[src/hw/ssm_pkg.sv]
// Purpose: Shared constants and types for the stepper motion block
// Assumes: 40 MHz core clock, word-indexed register port
// Notes:   Times are kept in their own units; cycle counts derive
package ssm_pkg;
    // Register indexes
    localparam logic [3:0] A_CTRL   = 4'h0;
    localparam logic [3:0] A_TOP    = 4'h1;
    localparam logic [3:0] A_START  = 4'h2;
    localparam logic [3:0] A_SLOPE  = 4'h3;
    localparam logic [3:0] A_LIMIT  = 4'h4;
    localparam logic [3:0] A_CABS   = 4'h5;
    localparam logic [3:0] A_CREL   = 4'h6;
    localparam logic [3:0] A_CCONT  = 4'h7;
    localparam logic [3:0] A_STOP   = 4'h8;
    localparam logic [3:0] A_POS    = 4'h9;
    localparam logic [3:0] A_POSF   = 4'ha;
    localparam logic [3:0] A_LDIR   = 4'hb;
    localparam logic [3:0] A_STAT   = 4'hc;
    localparam logic [3:0] A_ENC0   = 4'hd;
    // Control field positions
    localparam int C_LEGACY = 0;
    localparam int C_SCHED  = 1;
    localparam int C_SOFTL  = 2;
    localparam int C_PHREV  = 3;
    localparam int C_PRE    = 8;
    localparam logic [15:0] CTRL_RST = 16'h0002;
    // Status field positions
    localparam int S_ACT  = 0;
    localparam int S_CONT = 1;
    localparam int S_LIMT = 2;
    localparam int S_ERR  = 3;
    localparam int S_CNT  = 4;
    // Power-up values and accepted ranges
    localparam logic [31:0] TOP_RST     = 32'h0000_0fa0;
    localparam logic [31:0] START_RST   = 32'h0000_012c;
    localparam logic [31:0] SLOPE_RST   = 32'h0000_000a;
    localparam logic [31:0] TOP_MAX_ON  = 32'h0000_3a98;
    localparam logic [31:0] TOP_MAX_OFF = 32'h0000_7530;
    localparam logic [31:0] TOP_MAX_LEG = 32'h0000_b4aa;
    localparam logic [31:0] START_MAX   = 32'h0000_32c8;
    localparam logic [31:0] SLOPE_MAX   = 32'h0000_00c8;
    localparam logic [31:0] VAL_MIN     = 32'h0000_0001;
    localparam logic [31:0] ZERO32      = 32'h0000_0000;
    // Timing: clock, legacy tick in units of 0.1 ps, legacy base
    localparam logic [31:0] CLK_HZ      = 32'h0262_5a00;
    localparam logic [31:0] CLK_E4NS    = 32'h0003_d090;
    localparam logic [31:0] TICK_E4NS   = 32'h0052_c8c3;
    localparam logic [16:0] LEG_BASE    = 17'h0_b52b;
    // Answer characters
    localparam logic [7:0] CH_PLUS  = 8'h2b;
    localparam logic [7:0] CH_MINUS = 8'h2d;
    // Full-step phase drive order
    localparam logic [3:0][3:0] PHASE_SEQ =
        {4'h9, 4'h5, 4'h6, 4'ha};
    typedef enum logic [1:0] {
        K_ABS  = 2'b00,
        K_REL  = 2'b01,
        K_CONT = 2'b10
    } ssm_kind_type;
    typedef enum logic [1:0] {
        R_IDLE  = 2'b00,
        R_RUN   = 2'b01,
        R_DECEL = 2'b10
    } ssm_run_type;
    typedef struct packed {
        ssm_kind_type kind;
        logic [31:0]  data;
    } ssm_cmd_type;
endpackage

[src/hw/ssm_motion_top.sv]
// Purpose: Step generator, command stack, position and encoder counts
// Assumes: Inputs synchronous to core_clk; synchronous active-low reset
// Notes:   All state lives in one struct registered once per cycle
//
// Chosen here: the register offsets and strobed register access.
`timescale 1ns/1ps
// Summary of operation
// - Encoder counts up when channel B leads A, down when A leads.
// - Each valid quadrature transition gives a count pulse and direction.
// - Encoder counts are readable any time without disturbing counting.
// - New mode step rate is linear in the value, 1 to 30000.
// - Rate in 1 sps steps, 15000 max with scheduler, 30000 without.
// - Prescaler divides the rate range by 1 up to 256.
// - Top 1-15000, 1-30000 or legacy 1-46250, start 1-13000, slope 0-200 enforced.
// - Reset loads top 4000, start 300, slope 10.
// - Continuous top-speed update takes effect within one step.
// - Signed 32-bit position; narrow query returns low 16 bits.
// - Full position query returns the whole 32-bit signed value.
// - Relative moves add to the position and never clear it.
// - Eight-deep command stack, next command starts within one step.
// - Last direction reads minus toward home, plus toward limit.
// - Continuous with soft limits and zero slope is rejected.
// - Continuous top update ignored if slope 0, start equals top, limit, no scheduler.
// - Acceleration and deceleration are linear, slope at most 200.
// - Legacy mode: each rate unit is one 0.5425347 us tick.
// - Legacy 46250 is fastest; each decrement adds one tick.
// - Legacy period is (46379 minus value) ticks.
// - Legacy prescaler multiplies the tick by prescale plus one.
// - Control bit reverses the phase drive order for all moves.
// - Target above position drives toward limit, below toward home.
// - Zero slope runs the whole move at one fixed rate.
module ssm_motion_top #(
    parameter int NENC     = 2,
    parameter bit WIDE_POS = 1'b0,
    parameter int QDEPTH   = 8
)(
    input  wire logic            core_clk,
    input  wire logic            rst_n,
    input  wire logic [3:0]      regAddr,
    input  wire logic [31:0]     regWrData,
    input  wire logic            regWr,
    input  wire logic            regRd,
    output logic [31:0]          regRdData,
    input  wire logic [NENC-1:0] encChA,
    input  wire logic [NENC-1:0] encChB,
    output logic                 stepPulse,
    output logic                 stepDirUp,
    output logic [3:0]           phaseDrive,
    output logic                 moving
);
    localparam int QW = $clog2(QDEPTH);
    typedef struct packed {
        logic [15:0]                  ctrl, top, start;
        logic [7:0]                   slope;
        logic [31:0]                  limit;
        ssm_pkg::ssm_cmd_type [QDEPTH-1:0] cq;
        logic [QW-1:0]                wp;
        logic [QW-1:0]                rp;
        logic [QW:0]                  cnt;
        ssm_pkg::ssm_run_type         run;
        logic                         cont, dirUp, limTrip, err, lastPlus, mov;
        logic [31:0]                  target, pos;
        logic [15:0]                  cur;
        logic [15:0]                  accSteps;
        logic [7:0]                   preCnt;
        logic [31:0]                  acc, tickAcc;
        logic [15:0]                  legCnt;
        logic [1:0]                   phIdx;
        logic [3:0]                   phaseQ;
        logic                         stepQ;
        logic [31:0]                  rdData;
        logic [NENC-1:0][1:0]         encPrev;
        logic [NENC-1:0][31:0]        enc;
    } ssm_state_type;
    ssm_state_type q;
    ssm_state_type d;
    logic              preEn, stepNow, push, pop, errSet, limHit, contBlock;
    logic [31:0]       topMax, sum, nextPos, rem, tgt;
    logic [16:0]       up, dn;
    logic [1:0]        encNow;
    logic [NENC-1:0]   encPulse, encUp;
    ssm_pkg::ssm_cmd_type head;
    function automatic logic inRange(input logic [31:0] v,
                                     input logic [31:0] lo,
                                     input logic [31:0] hi);
        inRange = (v >= lo) && (v <= hi);
    endfunction
    always_comb
    begin
        d         = q;
        d.stepQ   = 1'b0;
        preEn     = 1'b0;
        stepNow   = 1'b0;
        push      = 1'b0;
        pop       = 1'b0;
        errSet    = 1'b0;
        limHit    = 1'b0;
        sum       = ssm_pkg::ZERO32;
        nextPos   = q.pos;
        rem       = ssm_pkg::ZERO32;
        tgt       = ssm_pkg::ZERO32;
        up        = {1'b0, q.cur} + {9'h0_00, q.slope};
        dn        = {1'b0, q.cur} - {9'h0_00, q.slope};
        encNow    = 2'b00;
        encPulse  = '0;
        encUp     = '0;
        head      = q.cq[q.rp];
        topMax    = q.ctrl[ssm_pkg::C_LEGACY] ? ssm_pkg::TOP_MAX_LEG :
                    q.ctrl[ssm_pkg::C_SCHED]  ? ssm_pkg::TOP_MAX_ON  :
                                                ssm_pkg::TOP_MAX_OFF;
        contBlock = (q.slope == 8'h00) || (q.start == q.top) ||
                    q.limTrip || !q.ctrl[ssm_pkg::C_SCHED];
        // Quadrature decode per channel pair
        for (int i = 0; i < NENC; i++)
        begin
            encNow = {encChA[i], encChB[i]};
            if ((encNow ^ q.encPrev[i]) == 2'b01 ||
                (encNow ^ q.encPrev[i]) == 2'b10)
            begin
                encPulse[i] = 1'b1;
                encUp[i] = q.encPrev[i][1] ^ encNow[0];
                d.enc[i] = encUp[i] ? q.enc[i] + 32'h0000_0001
                                    : q.enc[i] - 32'h0000_0001;
            end
            d.encPrev[i] = encNow;
        end
        // Register writes
        if (regWr)
        begin
            case (regAddr)
                ssm_pkg::A_CTRL:  d.ctrl = regWrData[15:0];
                ssm_pkg::A_TOP:
                    if (!inRange(regWrData, ssm_pkg::VAL_MIN, topMax))
                        errSet = 1'b1;
                    else if (!(q.cont && q.run != ssm_pkg::R_IDLE &&
                               contBlock))
                        d.top = regWrData[15:0];
                ssm_pkg::A_START:
                    if (inRange(regWrData, ssm_pkg::VAL_MIN,
                                ssm_pkg::START_MAX))
                        d.start = regWrData[15:0];
                    else
                        errSet = 1'b1;
                ssm_pkg::A_SLOPE:
                    if (inRange(regWrData, ssm_pkg::ZERO32,
                                ssm_pkg::SLOPE_MAX))
                        d.slope = regWrData[7:0];
                    else
                        errSet = 1'b1;
                ssm_pkg::A_LIMIT: d.limit = regWrData;
                ssm_pkg::A_CABS, ssm_pkg::A_CREL, ssm_pkg::A_CCONT:
                    if (q.cnt == (QW+1)'(QDEPTH))
                        errSet = 1'b1;
                    else
                        push = 1'b1;
                ssm_pkg::A_STOP:
                    if (q.run != ssm_pkg::R_IDLE)
                        d.run = (q.slope == 8'h00) ? ssm_pkg::R_IDLE
                                                   : ssm_pkg::R_DECEL;
                default: ;
            endcase
        end
        if (push)
        begin
            d.cq[q.wp].kind = (regAddr == ssm_pkg::A_CABS) ? ssm_pkg::K_ABS :
                              (regAddr == ssm_pkg::A_CREL) ? ssm_pkg::K_REL :
                                                             ssm_pkg::K_CONT;
            d.cq[q.wp].data = regWrData;
            d.wp = q.wp + 1'b1;
        end
        // Prescaler enable
        if (q.preCnt == q.ctrl[ssm_pkg::C_PRE +: 8])
        begin
            preEn    = 1'b1;
            d.preCnt = 8'h00;
        end
        else
            d.preCnt = q.preCnt + 8'h01;
        unique case (q.run)
            ssm_pkg::R_IDLE:
            begin
                if (q.cnt != '0)
                begin
                    pop = 1'b1;
                    tgt = (head.kind == ssm_pkg::K_REL) ?
                          q.pos + head.data : head.data;
                    d.acc     = ssm_pkg::ZERO32;
                    d.tickAcc = ssm_pkg::ZERO32;
                    d.legCnt  = 16'h0000;
                    d.accSteps = 16'h0000;
                    d.limTrip = 1'b0;
                    d.cur = (q.slope == 8'h00) ? q.top : q.start;
                    d.target = tgt;
                    if (head.kind == ssm_pkg::K_CONT)
                    begin
                        if (q.ctrl[ssm_pkg::C_SOFTL] && q.slope == 8'h00)
                            errSet = 1'b1;
                        else
                        begin
                            d.run = ssm_pkg::R_RUN;
                            d.cont = 1'b1;
                            d.dirUp = head.data[0];
                            d.lastPlus = head.data[0];
                        end
                    end
                    else if (tgt != q.pos)
                    begin
                        d.run = ssm_pkg::R_RUN;
                        d.cont = 1'b0;
                        d.dirUp = $signed(tgt) > $signed(q.pos);
                        d.lastPlus = $signed(tgt) > $signed(q.pos);
                    end
                end
            end
            ssm_pkg::R_RUN, ssm_pkg::R_DECEL:
            begin
                if (preEn && !q.ctrl[ssm_pkg::C_LEGACY])
                begin
                    sum = q.acc + {16'h0000, q.cur};
                    if (sum >= ssm_pkg::CLK_HZ)
                    begin
                        stepNow = 1'b1;
                        d.acc = sum - ssm_pkg::CLK_HZ;
                    end
                    else
                        d.acc = sum;
                end
                if (preEn && q.ctrl[ssm_pkg::C_LEGACY])
                begin
                    sum = q.tickAcc + ssm_pkg::CLK_E4NS;
                    d.tickAcc = sum;
                    if (sum >= ssm_pkg::TICK_E4NS)
                    begin
                        d.tickAcc = sum - ssm_pkg::TICK_E4NS;
                        if ({1'b0, q.legCnt} + 17'h0_0001 >=
                            ssm_pkg::LEG_BASE - {1'b0, q.cur})
                        begin
                            stepNow = 1'b1;
                            d.legCnt = 16'h0000;
                        end
                        else
                            d.legCnt = q.legCnt + 16'h0001;
                    end
                end
            end
            default: d.run = ssm_pkg::R_IDLE;
        endcase
        if (stepNow)
        begin
            d.stepQ = 1'b1;
            nextPos = q.dirUp ? q.pos + 32'h0000_0001
                              : q.pos - 32'h0000_0001;
            d.pos = nextPos;
            d.phIdx = (q.dirUp ^ q.ctrl[ssm_pkg::C_PHREV]) ?
                      q.phIdx + 2'b01 : q.phIdx - 2'b01;
            d.phaseQ = ssm_pkg::PHASE_SEQ[d.phIdx];
            rem = q.dirUp ? q.target - nextPos : nextPos - q.target;
            if (q.cont && q.ctrl[ssm_pkg::C_SOFTL])
                limHit = q.dirUp ?
                    $signed(q.limit - nextPos) <= $signed({16'h0, q.accSteps})
                  : $signed(nextPos) <= $signed({16'h0, q.accSteps});
            if (!q.cont && nextPos == q.target)
                d.run = ssm_pkg::R_IDLE;
            else if (q.run == ssm_pkg::R_RUN)
            begin
                if (limHit && q.slope == 8'h00)
                    d.run = ssm_pkg::R_IDLE;
                else if (limHit || (!q.cont && q.slope != 8'h00 &&
                         rem <= {16'h0000, q.accSteps}))
                begin
                    d.run = ssm_pkg::R_DECEL;
                    d.limTrip = q.limTrip | limHit;
                end
                else if (q.cur < q.top)
                begin
                    d.cur = (up > {1'b0, q.top}) ? q.top : up[15:0];
                    d.accSteps = q.accSteps + 16'h0001;
                end
                else if (q.cur > q.top)
                begin
                    d.cur = (dn < {1'b0, q.top} || dn[16]) ? q.top
                                                           : dn[15:0];
                    if (q.accSteps != 16'h0000)
                        d.accSteps = q.accSteps - 16'h0001;
                end
            end
            else
            begin
                d.cur = (dn < {1'b0, q.start} || dn[16]) ? q.start
                                                         : dn[15:0];
                if (q.accSteps != 16'h0000)
                    d.accSteps = q.accSteps - 16'h0001;
                if (q.cont && q.accSteps == 16'h0000)
                    d.run = ssm_pkg::R_IDLE;
            end
        end
        if (pop)
            d.rp = q.rp + 1'b1;
        d.cnt = q.cnt + (QW+1)'(push) - (QW+1)'(pop);
        // Register reads, answered next cycle
        d.rdData = ssm_pkg::ZERO32;
        if (regRd)
        begin
            case (regAddr)
                ssm_pkg::A_CTRL:  d.rdData = {16'h0000, q.ctrl};
                ssm_pkg::A_TOP:   d.rdData = {16'h0000, q.top};
                ssm_pkg::A_START: d.rdData = {16'h0000, q.start};
                ssm_pkg::A_SLOPE: d.rdData = {24'h00_0000, q.slope};
                ssm_pkg::A_LIMIT: d.rdData = q.limit;
                ssm_pkg::A_POS:   d.rdData = WIDE_POS ? q.pos
                                    : {16'h0000, q.pos[15:0]};
                ssm_pkg::A_POSF:  d.rdData = q.pos;
                ssm_pkg::A_LDIR:  d.rdData = {24'h00_0000,
                    q.lastPlus ? ssm_pkg::CH_PLUS : ssm_pkg::CH_MINUS};
                ssm_pkg::A_STAT:
                begin
                    d.rdData[ssm_pkg::S_ACT]  = q.run != ssm_pkg::R_IDLE;
                    d.rdData[ssm_pkg::S_CONT] = q.cont;
                    d.rdData[ssm_pkg::S_LIMT] = q.limTrip;
                    d.rdData[ssm_pkg::S_ERR]  = q.err;
                    d.rdData[ssm_pkg::S_CNT +: QW+1] = q.cnt;
                end
                default:
                    for (int i = 0; i < NENC; i++)
                        if (regAddr == ssm_pkg::A_ENC0 + 4'(i))
                            d.rdData = q.enc[i];
            endcase
        end
        d.err = errSet ||
                (q.err && !(regRd && regAddr == ssm_pkg::A_STAT));
        if (!rst_n)
        begin
            d       = '0;
            d.ctrl  = ssm_pkg::CTRL_RST;
            d.top   = ssm_pkg::TOP_RST[15:0];
            d.start = ssm_pkg::START_RST[15:0];
            d.slope = ssm_pkg::SLOPE_RST[7:0];
            d.lastPlus = 1'b1;
            d.phaseQ = ssm_pkg::PHASE_SEQ[0];
        end
        d.mov = d.run != ssm_pkg::R_IDLE;
    end
    always_ff @(posedge core_clk)
    begin
        q <= d;
    end
    assign regRdData  = q.rdData;
    assign stepPulse  = q.stepQ;
    assign stepDirUp  = q.dirUp;
    assign phaseDrive = q.phaseQ;
    assign moving     = q.mov;
endmodule

[config.mk]
export PLATFORM = sky130hd
export DESIGN_NAME = ssm_motion_top
export DESIGN_NICKNAME = d
export VERILOG_FILES = /design/src/hw/ssm_pkg.sv /design/src/hw/ssm_motion_top.sv
export SDC_FILE = /design/constraint.sdc
export NUM_CORES = 2
export LEC_CHECK = 0
export BUFFER_PORTS_ARGS = -buffer_cell sky130_fd_sc_hd__buf_2
export CAP_MARGIN = 25
export CORE_MARGIN = 8
export CORE_UTILIZATION = 45
export CTS_CLUSTER_DIAMETER = 60
export DETAILED_ROUTE_END_ITERATION = 8
export GPL_TIMING_DRIVEN = 0
export PLACE_DENSITY = 0.61
export REMOVE_ABC_BUFFERS = 1
export SYNTH_ARGS = -nofsm -noshare
export SYNTH_HDL_FRONTEND = slang
export SYNTH_SLANG_ARGS = --single-unit
[constraint.sdc]
create_clock -name core_clk -period 8.1 [get_ports core_clk]
set_input_delay 1.62 -clock core_clk [delete_from_list [all_inputs] [get_ports core_clk]]
set_output_delay 1.62 -clock core_clk [all_outputs]
set_load 0.05 [all_outputs]
==> results.json <==
{
  "seqPwrFrac_pct": 25.3,
  "cpMaxStageDelayCell": "ha_2",
  "ios": 83,
  "hold_viol_final": 0,
  "wirelength_um": 174000,
  "avgViaCountPerCell": 6.06,
  "async_flop_share_pct": 0,
  "insertion_delay_ps": 710,
  "overflow": 0,
  "clock_sinks": 668,
  "syn_area_per_cell_sq_um": 7.56,
  "critical_path_class": "reg -> reg",
  "ys_top_cells_by_area": "dfxtp_1 26%, ha_1 10%, nand2_1 8.7%",
  "synth_cells": 6694,
  "htree_levels": 3,
  "synth_edf_count": 0,
  "netlist-cell-type-count": 108,
  "hp-class": "reg -> reg",
  "cts.hold.buffers_added": 0,
  "ys.flop_type": "dfxtp_1",
  "wl_per_cell_um": 21.4,
  "num-fill-cells": 10926,
  "yosysMostFrequentCell": "nand2_1",
  "cap_violations": 0,
  "tightest_slew_ps": 1210,
  "fmax_ghz": 0.126,
  "first_iter_violations": 5187,
  "grt_usage_pct": 26.9,
  "fin_util_pct": 50.8,
  "arrival_ps": 8510,
  "yosysTopAreaCell": "dfxtp_1",
  "cpPeakStageDelay_ps": 550,
  "grt_antenna_before_repair": 12,
  "power_density_nw_per_um2": 260,
  "fp.dieW_um": 351,
  "maxSlewHeadroom_pct": 18.7,
  "cp-start-kind": "flop",
  "skew_ps": 84.5,
  "power_switching_mw": 5.98,
  "root_buffer": "clkbuf_16",
  "grt_pass1_wl_um": 266000,
  "swShare_pct": 40.5,
  "comb_power_share_pct": 44.7,
  "p_clk_share_pct": 30.0,
  "fin_nets": 7023,
  "cts_buffers": 92,
  "die_area_sq_um": 123000,
  "p_int_mw": 8.80,
  "setup_viol": 0,
  "drc": 0,
  "die_y_um": 351,
  "maxSlewViolCount": 0,
  "vias": 49288,
  "grt_max_degree": 132,
  "synth.yosys.warnings": 0,
  "cp-end-kind": "flop",
  "ant_nets": 0,
  "clk_pin_slew_worst_paths_ps": 60,
  "dp_slack_ps": -2120,
  "status": "complete, no violations",
  "finalCriticalPeriod_ps": 7950,
  "crit_fanout": 27,
  "ir_drop_mv": 0.209,
  "worstPathRequired_ps": 8660,
  "synth_area_sq_um": 50600,
  "leakage_nw": 22.7,
  "start_util_pct": 45.2,
  "fin_ws_ps": 150,
  "netlist.area_leader.share_pct": 26.4,
  "finalCritPeriodShare_pct": 98.2,
  "core_area_sq_um": 112000,
  "num_rows": 123,
  "ys_seq_area_share_pct": 26.4,
  "hpwl_um": 123000,
  "portBuffers": 82,
  "cts_tree": "done",
  "clockBufferDepth": 3,
  "ys_seq_elements": 668,
  "final_layout_size_suffix_gt1_share_pct": 10.1,
  "dr.pass1.iters": 7,
  "grt_pass1_vias": 45760,
  "area_growth_pct": 12.6,
  "synth_top_cells_by_count": "1168 x nand2_1, 786 x a21oi_1, 668 x dfxtp_1",
  "globalplace.congestion": 0.933
}
## power by group through the flow
stage,Clock (mW),Combinational (mW),Sequential [mW]
2_1_floorplan,0,4.33,3.84
3_3_place_gp,0,5.79,3.97
3_5_place_dp,0,6.10,3.86
4_1_cts,4.50,6.36,3.73
5_1_grt,4.64,7.21,3.76
6_report,4.43,6.61,3.74
## worst max-delay path: cells and delay by family, from the launching register on
kind                     cells  cell delay [ps]
XOR/XNOR                     1              330
buffers and inverters        5              900
AO/OA/AOI/OAI               13             3080
flip-flops                   1              410
adder cells (fa/ha/maj)      2              950
AND/OR/NAND/NOR              7             1800
multiplexers                 1              250
## registers in the layout, indices dropped and copies added, names as in the netlist
signal	flops
stepPulse	1
regRdData	32
stepDirUp	1
phaseDrive	4
moving	1
q	629
## metal layers
layer	vias to the layer above	wire, um	GRT usage, %
li1	23576	-	-
met1	23435	77900	37.8
met2	1943	75700	41.8
met3	330	14100	4.16
met4	4	6270	9.33
met5	-	22	0
## cells in the final DEF, fill, tap and decap left out, types with 78 or more instances in the layout
master and count:
a211oi_1 89, a21o_1 126, a21oi_1 776, buf_2 83
clkbuf_16 93, dfxtp_1 662, ha_1 407, inv_1 272
mux2i_1 108, nand2_1 1166, nand3_1 147, nand4_1 78
nor2_1 506, nor3_1 139, o21a_1 85, o21ai_0 235
xnor2_1 179, xor2_1 109
## cells by family (layout without fill, tap and decap cells)
kind of cell             count (synthesis)  count (layout)  share of synthesized area, %
multiplexers                           221             221                          6.17
AO/OA/AOI/OAI                         1882            1882                          23.7
adder cells (fa/ha/maj)                441             441                          11.0
flip-flops                             668             668                          26.4
other                                    0              10                             0
AND/OR/NAND/NOR                       2441            2442                          21.5
XOR/XNOR                               305             305                          5.42
buffers and inverters                  736             661                          5.79
## layout make-up
cell class,instances,area [sq um],share of cell area [%]
Inverter,278,1060,1.87
Sequential cell,668,13400,23.5
Clock inverter,59,893,1.57
Tap cell,1500,1880,3.29
Timing Repair Buffer,216,2280,4.01
Antenna cell,10,25.0,0.0439
Multi-Input combinational cell,5291,35000,61.4
Clock buffer,108,2440,4.29
## through the flow
stage	power, mW	TNS, ps	instance area [sq um]	hold slack [ps]	cells
6_report	14.8	0	57000	453	8130
5_1_grt	15.6	-9.27	56900	464	8122
4_1_cts	14.6	-38.7	56300	452	8092
3_5_place_dp	9.96	-33270	52500	444	7905
3_3_place_gp	9.76	-7519860	51000	439	7818
2_1_floorplan	8.18	-1719680	48700	433	6236
## worst paths after layout
check / slack, ps / startpoint / cells after the start / to
worst max-delay path: 150 / stepDirUp$_SDFFE_PN0P_ / 29 / q[202]$_SDFF_PN0_
worst min-delay path: 450 / q[402]$_SDFFE_PN0P_ / 2 / q[402]$_SDFFE_PN0P_
worst min register to register: 450 / q[402]$_SDFFE_PN0P_ / 2 / q[402]$_SDFFE_PN0P_
worst max register to register: 150 / stepDirUp$_SDFFE_PN0P_ / 29 / q[202]$_SDFF_PN0_
## repair_timing
action	CTS	global route
setup buffers	18	20
endpoints found under the setup margin	39	38
cloned	2	2
gates resized for setup	39	75
pin swaps	7	25
No activity file was read; power rests on OpenSTA's default activity.
